[src/status_pd_defines.vh]
// Constants for the status and deep power-down block
`ifndef STATUS_PD_DEFINES_VH
`define STATUS_PD_DEFINES_VH
`define OP_DEEP_POWER_DOWN 8'hB9
`define OP_RESUME 8'hAB
`define OP_STATUS_READ 8'hD7
`define SB2_READY_BIT 7
`define SB2_RSVD6_BIT 6
`define SB2_ERROR_BIT 5
`define SB2_RSVD4_BIT 4
`define SB2_LOCKDOWN_BIT 3
`define SB2_PS2_BIT 2
`define SB2_PS1_BIT 1
`define SB2_ERASE_SUSP_BIT 0
`define SB1_READY_BIT 7
`define SB1_COMPARE_BIT 6
`define SB1_DENSITY_LSB 2
`define SB1_PROTECT_BIT 1
`define SB1_PAGE_SIZE_BIT 0
`define ERROR_RESET 1'b0
`define COMPARE_RESET 1'b0
`define ENTRY_TIME_NS 3000
`define RESUME_TIME_NS 35000
`define CLK_PERIOD_NS 10
`define ENTRY_CYCLES ((`ENTRY_TIME_NS) / (`CLK_PERIOD_NS))
`define RESUME_CYCLES ((`RESUME_TIME_NS) / (`CLK_PERIOD_NS))
`endif

[src/status_pd_core.v]
// Status register and deep power-down controller for the serial memory
`timescale 1ns/1ps
`include "status_pd_defines.vh"
module status_pd_core #(
   parameter ENTRY_CYCLES = `ENTRY_CYCLES,
   parameter RESUME_CYCLES = `RESUME_CYCLES,
   parameter [3:0] DENSITY_CODE = 4'h5
) (
   // Clock and control
   input wire clk_sys,
   input wire reset,
   input wire clk_en,
   // Serial pins
   input wire sck_pin,
   input wire cs_n_pin,
   input wire si_pin,
   output wire so_out,
   output wire so_oe,
   // Array engine events
   input wire op_busy,
   input wire op_done,
   input wire op_is_erase_or_program,
   input wire op_aborted,
   input wire op_failed,
   input wire compare_done,
   input wire compare_mismatch,
   // Array state flags
   input wire lockdown_enabled,
   input wire buf1_suspend,
   input wire buf2_suspend,
   input wire erase_suspend,
   input wire protect_enabled,
   input wire page_size_binary,
   // Buffer modify requests from the command decoder
   input wire buf1_write_req,
   input wire buf2_write_req,
   output wire buf1_write_allow,
   output wire buf2_write_allow,
   // Observed state
   output wire [7:0] status_byte_two,
   output wire [7:0] status_byte_one,
   output reg power_down_q,
   output wire standby,
   output wire command_enable
);
   // Power states, one-hot
   localparam ST_STANDBY = 4'h1;
   localparam ST_ENTERING = 4'h2;
   localparam ST_DOWN = 4'h4;
   localparam ST_RESUMING = 4'h8;

   reg [3:0] state_q;
   reg [3:0] state_d;
   reg [31:0] timer_q;
   reg [31:0] timer_d;
   reg erase_program_error_q;
   reg compare_flag_q;
   reg pending_q;
   reg [7:0] pending_op_q;
   reg status_stream_q;
   wire [7:0] rx_opcode;
   wire rx_opcode_valid;
   wire rx_frame_end;
   wire rx_aligned;
   wire rx_selected;
   wire rx_so;
   wire rx_so_oe;
   wire ready_flag;

   assign ready_flag = ~op_busy;

   ////////////////////////////////////////////////////////////////////////
   // Status byte two assembly
   assign status_byte_two[`SB2_READY_BIT] = ready_flag;
   assign status_byte_two[`SB2_RSVD6_BIT] = 1'b0;
   assign status_byte_two[`SB2_ERROR_BIT] = erase_program_error_q;
   assign status_byte_two[`SB2_RSVD4_BIT] = 1'b0;
   assign status_byte_two[`SB2_LOCKDOWN_BIT] = lockdown_enabled;
   assign status_byte_two[`SB2_PS2_BIT] = buf2_suspend;
   assign status_byte_two[`SB2_PS1_BIT] = buf1_suspend;
   assign status_byte_two[`SB2_ERASE_SUSP_BIT] = erase_suspend;

   // Status byte one; density code is an identifier only, value arbitrary
   assign status_byte_one[`SB1_READY_BIT] = ready_flag;
   assign status_byte_one[`SB1_COMPARE_BIT] = compare_flag_q;
   assign status_byte_one[`SB1_DENSITY_LSB+3:`SB1_DENSITY_LSB] = DENSITY_CODE;
   assign status_byte_one[`SB1_PROTECT_BIT] = protect_enabled;
   assign status_byte_one[`SB1_PAGE_SIZE_BIT] = page_size_binary;

   // Suspended buffers refuse modification
   assign buf1_write_allow = buf1_write_req & ~buf1_suspend & command_enable;
   assign buf2_write_allow = buf2_write_req & ~buf2_suspend & command_enable;

   assign standby = (state_q == ST_STANDBY) & ~rx_selected & ~op_busy;
   assign command_enable = (state_q == ST_STANDBY);
   assign so_out = rx_so;
   assign so_oe = rx_so_oe & ~power_down_q;

   ////////////////////////////////////////////////////////////////////////
   // Serial frame front end
   spi_frame_rx u_rx (
      .clk_sys(clk_sys),
      .reset(reset),
      .clk_en(clk_en),
      .sck_pin(sck_pin),
      .cs_n_pin(cs_n_pin),
      .si_pin(si_pin),
      .status_one(status_byte_one),
      .status_two(status_byte_two),
      .stream_en(status_stream_q),
      .opcode_q(rx_opcode),
      .opcode_valid_q(rx_opcode_valid),
      .frame_end_q(rx_frame_end),
      .byte_aligned_q(rx_aligned),
      .selected_q(rx_selected),
      .so_out_q(rx_so),
      .so_oe_q(rx_so_oe)
   );

   ////////////////////////////////////////////////////////////////////////
   // Error and compare flags; error flag updates only on completed, non-aborted erase or program ops
   always @(posedge clk_sys) begin
      if (reset) begin
         erase_program_error_q <= `ERROR_RESET;
         compare_flag_q <= `COMPARE_RESET;
      end else if (clk_en) begin
         if (op_done && op_is_erase_or_program && !op_aborted) begin
            erase_program_error_q <= op_failed;
         end
         if (compare_done) begin
            compare_flag_q <= compare_mismatch;
         end
      end
   end

   ////////////////////////////////////////////////////////////////////////
   // Opcode latch and status streaming enable for the frame in progress
   always @(posedge clk_sys) begin
      if (reset) begin
         pending_q <= 1'b0;
         pending_op_q <= 8'h00;
         status_stream_q <= 1'b0;
      end else if (clk_en) begin
         if (rx_frame_end) begin
            pending_q <= 1'b0;
            status_stream_q <= 1'b0;
         end else if (rx_opcode_valid) begin
            pending_q <= 1'b1;
            pending_op_q <= rx_opcode;
            // Status read works in standby at any time, never when down
            status_stream_q <= (rx_opcode == `OP_STATUS_READ) &&
               (state_q == ST_STANDBY);
         end
      end
   end

   ////////////////////////////////////////////////////////////////////////
   // Power state next-state logic
   always @* begin
      state_d = state_q;
      timer_d = timer_q;
      case (state_q)
         ST_STANDBY: begin
            // Entry needs whole opcode, byte framing and an idle array
            if (rx_frame_end && rx_aligned && pending_q &&
                pending_op_q == `OP_DEEP_POWER_DOWN && !op_busy) begin
               state_d = ST_ENTERING;
               timer_d = 32'h0;
            end
         end
         ST_ENTERING: begin
            if (timer_q >= ENTRY_CYCLES - 1) begin
               state_d = ST_DOWN;
            end else begin
               timer_d = timer_q + 32'h1;
            end
         end
         ST_DOWN: begin
            // Any other opcode or a malformed frame keeps us down
            if (rx_frame_end && rx_aligned && pending_q &&
                pending_op_q == `OP_RESUME) begin
               state_d = ST_RESUMING;
               timer_d = 32'h0;
            end
         end
         ST_RESUMING: begin
            if (timer_q >= RESUME_CYCLES - 1) begin
               state_d = ST_STANDBY;
            end else begin
               timer_d = timer_q + 32'h1;
            end
         end
         default: begin
            state_d = ST_STANDBY;
            timer_d = 32'h0;
         end
      endcase
   end

   ////////////////////////////////////////////////////////////////////////
   // Power state registers; reset lands in standby
   always @(posedge clk_sys) begin
      if (reset) begin
         state_q <= ST_STANDBY;
         timer_q <= 32'h0;
         power_down_q <= 1'b0;
      end else if (clk_en) begin
         state_q <= state_d;
         timer_q <= timer_d;
         // Output is silenced from entry through resume for safety
         power_down_q <= (state_d != ST_STANDBY);
      end
   end
endmodule

[src/spi_frame_rx.v]
// Serial frame receiver: synchronises the pins, shifts the opcode in and shifts status out
`timescale 1ns/1ps
`include "status_pd_defines.vh"
module spi_frame_rx (
   // Clock and control
   input wire clk_sys,
   input wire reset,
   input wire clk_en,
   // Pins
   input wire sck_pin,
   input wire cs_n_pin,
   input wire si_pin,
   // Status words to stream
   input wire [7:0] status_one,
   input wire [7:0] status_two,
   input wire stream_en,
   // Frame events
   output reg [7:0] opcode_q,
   output reg opcode_valid_q,
   output reg frame_end_q,
   output reg byte_aligned_q,
   output reg selected_q,
   output reg so_out_q,
   output reg so_oe_q
);
   reg [2:0] sync1_q;
   reg [2:0] sync2_q;
   reg sck_prev_q;
   reg cs_prev_q;
   reg [2:0] bit_cnt_q;
   reg [7:0] shift_q;
   reg got_opcode_q;
   reg [3:0] out_idx_q;
   wire sck_s;
   wire cs_n_s;
   wire si_s;
   wire sck_rise;
   wire sck_fall;
   wire cs_fall;
   wire cs_rise;
   wire [15:0] out_word;

   assign sck_s = sync2_q[0];
   assign cs_n_s = sync2_q[1];
   assign si_s = sync2_q[2];
   assign sck_rise = sck_s & ~sck_prev_q;
   assign sck_fall = ~sck_s & sck_prev_q;
   assign cs_fall = ~cs_n_s & cs_prev_q;
   assign cs_rise = cs_n_s & ~cs_prev_q;
   assign out_word = {status_one, status_two};

   ////////////////////////////////////////////////////////////////////////
   // Two-stage synchronisers; first stage feeds only the second
   always @(posedge clk_sys) begin
      if (reset) begin
         sync1_q <= 3'h3;
         sync2_q <= 3'h3;
         sck_prev_q <= 1'b1;
         cs_prev_q <= 1'b1;
      end else if (clk_en) begin
         sync1_q <= {si_pin, cs_n_pin, sck_pin};
         sync2_q <= sync1_q;
         sck_prev_q <= sck_s;
         cs_prev_q <= cs_n_s;
      end
   end

   ////////////////////////////////////////////////////////////////////////
   // Bit counter and opcode capture; extra bytes never replace the opcode
   always @(posedge clk_sys) begin
      if (reset) begin
         bit_cnt_q <= 3'h0;
         shift_q <= 8'h00;
         got_opcode_q <= 1'b0;
         opcode_q <= 8'h00;
         opcode_valid_q <= 1'b0;
         frame_end_q <= 1'b0;
         byte_aligned_q <= 1'b0;
         selected_q <= 1'b0;
      end else if (clk_en) begin
         opcode_valid_q <= 1'b0;
         frame_end_q <= 1'b0;
         if (cs_fall) begin
            bit_cnt_q <= 3'h0;
            got_opcode_q <= 1'b0;
            selected_q <= 1'b1;
         end else if (cs_rise) begin
            frame_end_q <= 1'b1;
            byte_aligned_q <= (bit_cnt_q == 3'h0) & got_opcode_q;
            selected_q <= 1'b0;
         end else if (~cs_n_s && sck_rise) begin
            shift_q <= {shift_q[6:0], si_s};
            bit_cnt_q <= bit_cnt_q + 3'h1;
            if (bit_cnt_q == 3'h7 && !got_opcode_q) begin
               opcode_q <= {shift_q[6:0], si_s};
               opcode_valid_q <= 1'b1;
               got_opcode_q <= 1'b1;
            end
         end
      end
   end

   ////////////////////////////////////////////////////////////////////////
   // Status streaming on falling clock, MSB of byte one first, repeating
   always @(posedge clk_sys) begin
      if (reset) begin
         out_idx_q <= 4'h0;
         so_out_q <= 1'b0;
         so_oe_q <= 1'b0;
      end else if (clk_en) begin
         if (cs_n_s || !stream_en) begin
            out_idx_q <= 4'h0;
            so_oe_q <= 1'b0;
         end else if (sck_fall) begin
            so_oe_q <= 1'b1;
            so_out_q <= out_word[4'hF - out_idx_q];
            out_idx_q <= out_idx_q + 4'h1;
         end
      end
   end
endmodule

[config.mk]
export PLATFORM = sky130hd
export DESIGN_NAME = status_pd_core
export DESIGN_NICKNAME = d
export VERILOG_FILES = /design/src/status_pd_core.v /design/src/spi_frame_rx.v
export VERILOG_INCLUDE_DIRS = /design/src /design/src/src
export SDC_FILE = /design/constraint.sdc
export NUM_CORES = 1
export LEC_CHECK = 0
export BUFFER_PORTS_ARGS = -buffer_cell sky130_fd_sc_hd__buf_4
export CORE_ASPECT_RATIO = 1.4
export CORE_UTILIZATION = 62
export CTS_CLUSTER_SIZE = 25
export DETAILED_ROUTE_END_ITERATION = 10
export PLACE_DENSITY = 0.84
export SLEW_MARGIN = 10
export SYNTH_ARGS = -nofsm -noshare
export SYNTH_HDL_FRONTEND = slang
export SYNTH_SLANG_ARGS = --single-unit
[constraint.sdc]
create_clock -name clk_sys -period 5 [get_ports clk_sys]
set_input_delay 0.25 -clock clk_sys [delete_from_list [all_inputs] [get_ports clk_sys]]
set_output_delay 0.25 -clock clk_sys [all_outputs]
set_load 0.03 [all_outputs]
==> impl_metrics.env <==
export IMPL_crit_buf_inv=0
export IMPL_ys_ff_latch=86
export IMPL_post_route_period_util_pct=50.3
export IMPL_syn_inst=441
export IMPL_drt_first_pass_iters=5
export IMPL_ys_warn_count=0
export IMPL_nNetsFinal=488
export IMPL_rsz0062_at_grt="false"
export IMPL_cts_buffers=9
export IMPL_dp_slack_ns=2.60
export IMPL_cts_hold_buf=0
export IMPL_fin_skew_ns=0.0143
export IMPL_cp_required_ns=5.31
export IMPL_min_period_ns=2.51
export IMPL_dpl_hpwl_um=5120
export IMPL_cts_tree="built"
export IMPL_area_growth_pct=10.4
export IMPL_status="finished, final reports clean"
export IMPL_critical_path_class="reg2reg"
export IMPL_endpoint_kind="flop"
export IMPL_gp_congestion=0.907
export IMPL_htreeDepth=3
export IMPL_vias=3136
export IMPL_drt_iter0_markers=146
export IMPL_die_h_um=95.7
export IMPL_hold_viol=0
export IMPL_coreArea_um2=5950
export IMPL_drv_slew=0
export IMPL_start_kind="flop"
export IMPL_crit_chain="ha_1 > o211a_1 > o31ai_1 > a31oi_2 > nand4b_4 > nor4_1 > o221a_1"
export IMPL_ctsResizeCount=0
export IMPL_ys_types=56
export IMPL_drive_gt1_share_pct=15.3
export IMPL_ir_worst_vdd_v=0.000255
export IMPL_port_buffer_count=37
export IMPL_maxCapViolations=0
export IMPL_post_cts_setup_buffers=0
export IMPL_synthArstFlopShare_pct=0
export IMPL_yosysSeqAreaShare_pct=44.3
export IMPL_slowest_stage="nor4_1"
export IMPL_arrival_ns=2.82
export IMPL_syn_area_um2=3890
export IMPL_wl_per_cell_um=13.9
export IMPL_synth_top_cell_by_area="dfxtp_1"
export IMPL_syn_area_per_cell_um2=8.82
export IMPL_num_io_pins=44
export IMPL_dieArea_um2=6590
export IMPL_grt_max_degree=50
export IMPL_clockBufferDepth=2
export IMPL_critPathMaxStageDelay_ns=0.41
export IMPL_vias_per_cell=5.86
export IMPL_gr_total_overflow=0
export IMPL_drtAntennaViolNets=0
export IMPL_initial_core_util_pct=65.4
export IMPL_final_util_pct=72.2
export IMPL_hold_class="in2reg"
export IMPL_antenna_found_initial=0
export IMPL_critPathTopFamily="compound AO/OA/AOI/OAI gates"
export IMPL_clock_sinks=86
export IMPL_clockRootBuffer="clkbuf_8"
export IMPL_antenna_cells=0
export IMPL_worst_pin_slew_ns=0.601
export IMPL_dpl_cell_count=519
export IMPL_power_w=0.00135
export IMPL_p_per_area_nw_per_um2=315
export IMPL_stdcell_count=535
export IMPL_synth_flop_cell="dfxtp_1"
export IMPL_crit_fanout=21
export IMPL_synth_top_cell_area_share_pct=44.3
export IMPL_grt_util_all_layers_pct=24.9
export IMPL_finalWorstSetupSlack_ns=2.49
export IMPL_num_rows=33
export IMPL_clock_insertion_delay_worst_skew_ns=0.36
export IMPL_drc=0
export IMPL_grt_first_pass_wirelength_um=12200
export IMPL_max_freq_mhz=398
export IMPL_fp_dieW_um=68.9
export IMPL_path_clk_slew_ns=0.09
export IMPL_grt_pass1_vias=2866
export IMPL_synthTopCellsByArea="dfxtp_1 (44%), mux2i_1 (5.9%), nor2_1 (4.2%)"
export IMPL_slew_headroom_pct=59.7
export IMPL_wl_um=7440
export IMPL_synth_edff_count=0
export IMPL_setup_viol=0
export IMPL_tns_ns=0
export IMPL_cellLeakagePower_nw=1.85
-- per-stage QoR --
step,hold WS (ns),area [um2]
finish,0.0970,4290
floorplan,0.378,3900
global placement,0.441,4070
detailed placement,0.445,4070
CTS,0.0869,4290
global route,0.100,4290
-- area by class of cell --
| type | count | area (um2) |
|---|---|---|
| multi-input combinational | 311 | 1920 |
| sequential | 86 | 1720 |
| fill | 440 | 1650 |
| timing repair buffer | 38 | 285 |
| clock buffer | 9 | 124 |
| clock inverter | 7 | 100 |
| tap | 70 | 87.6 |
| inverter | 14 | 52.6 |
-- cell families (layout without fill, tap and decap cells) --
family	after synthesis	in the layout	synth area share (%)
muxes	23	23	5.92
buffers and inverters	48	68	6.66
xor gates and xnor gates	2	2	0.451
DFF	86	86	44.3
and+or+nand+nor	186	186	26.3
other	2	6	0.193
AOI/OAI and AO/OA	87	87	13.9
adders and majority gates	7	7	2.25
-- power breakdown --
group	internal [W]	switching [W]	total (W)
Clock	0.000287	0.000259	0.000546
Combinational	0.0000373	0.0000686	0.000106
Sequential	0.000692	0.00000760	0.000699
Total	0.00102	0.000335	0.00135
-- per-layer routing --
layer  up-vias  global-route usage, %  share of wire (%)  routed length (um)
met5         -                      0                  0                   0
met4         0                   17.9                3.8                 281
met3        23                   4.27                4.3                 317
met2        75                   42.3                 49                3620
met1      1472                   27.0                 43                3220
li1       1566                      -                  -                   -
-- cell usage in the layout, fill, tap and decap left out, types with 14 or more instances in the layout --
cell	n
nand3_1	18
o21ai_0	17
nand2_1	38
buf_4	38
nor2_1	44
a21oi_1	31
dfxtp_1	86
mux2i_1	23
and2_1	17
inv_1	14
-- Yosys cell counts, types with 4 or more instances --
master / count
nor3b_1: 5
buf_4: 16
nand2_1: 38
inv_1: 14
nand3b_1: 6
a31oi_1: 5
and2_1: 17
nor3_1: 9
nor2b_1: 4
clkbuf_1: 15
and3_2: 4
nor4_1: 9
and3_1: 4
nand3_1: 18
a21oi_1: 31
nor2_1: 44
or3_1: 6
dfxtp_1: 86
o21a_1: 6
mux2i_1: 23
o21ai_0: 17
o21ai_1: 9
ha_1: 7
-- final timing paths --
| path | depth (start not counted) | to | slack [ns] | startpoint |
|---|---|---|---|---|
| max | 7 | timer_q[10] | 2.49 | timer_q[0] |
| min | 3 | u_rx.sync1_q[1] | 0.1 | cs_n_pin |
| max reg2reg | 7 | timer_q[10] | 2.49 | timer_q[0] |
| min reg2reg | 1 | timer_q[29] | 0.46 | timer_q[29] |
-- sequential cells by signal (all words and copies together) (netlist names), 3 cells and up --
name / cells
u_rx.sync2_q: 3
u_rx.opcode_q: 8
u_rx.sync1_q: 3
state_q: 4
u_rx.shift_q: 7
pending_op_q: 8
u_rx.out_idx_q: 4
timer_q: 32
u_rx.bit_cnt_q: 3
-- worst reg2reg max path, cell delays in order (launching register included) --
cell      delay [ns]
dfxtp_1         0.38
ha_1            0.27
o211a_1         0.26
o31ai_1         0.35
a31oi_2         0.16
nand4b_4        0.37
nor4_1          0.42
o221a_1         0.25
Power figures use the tool's default switching activity.
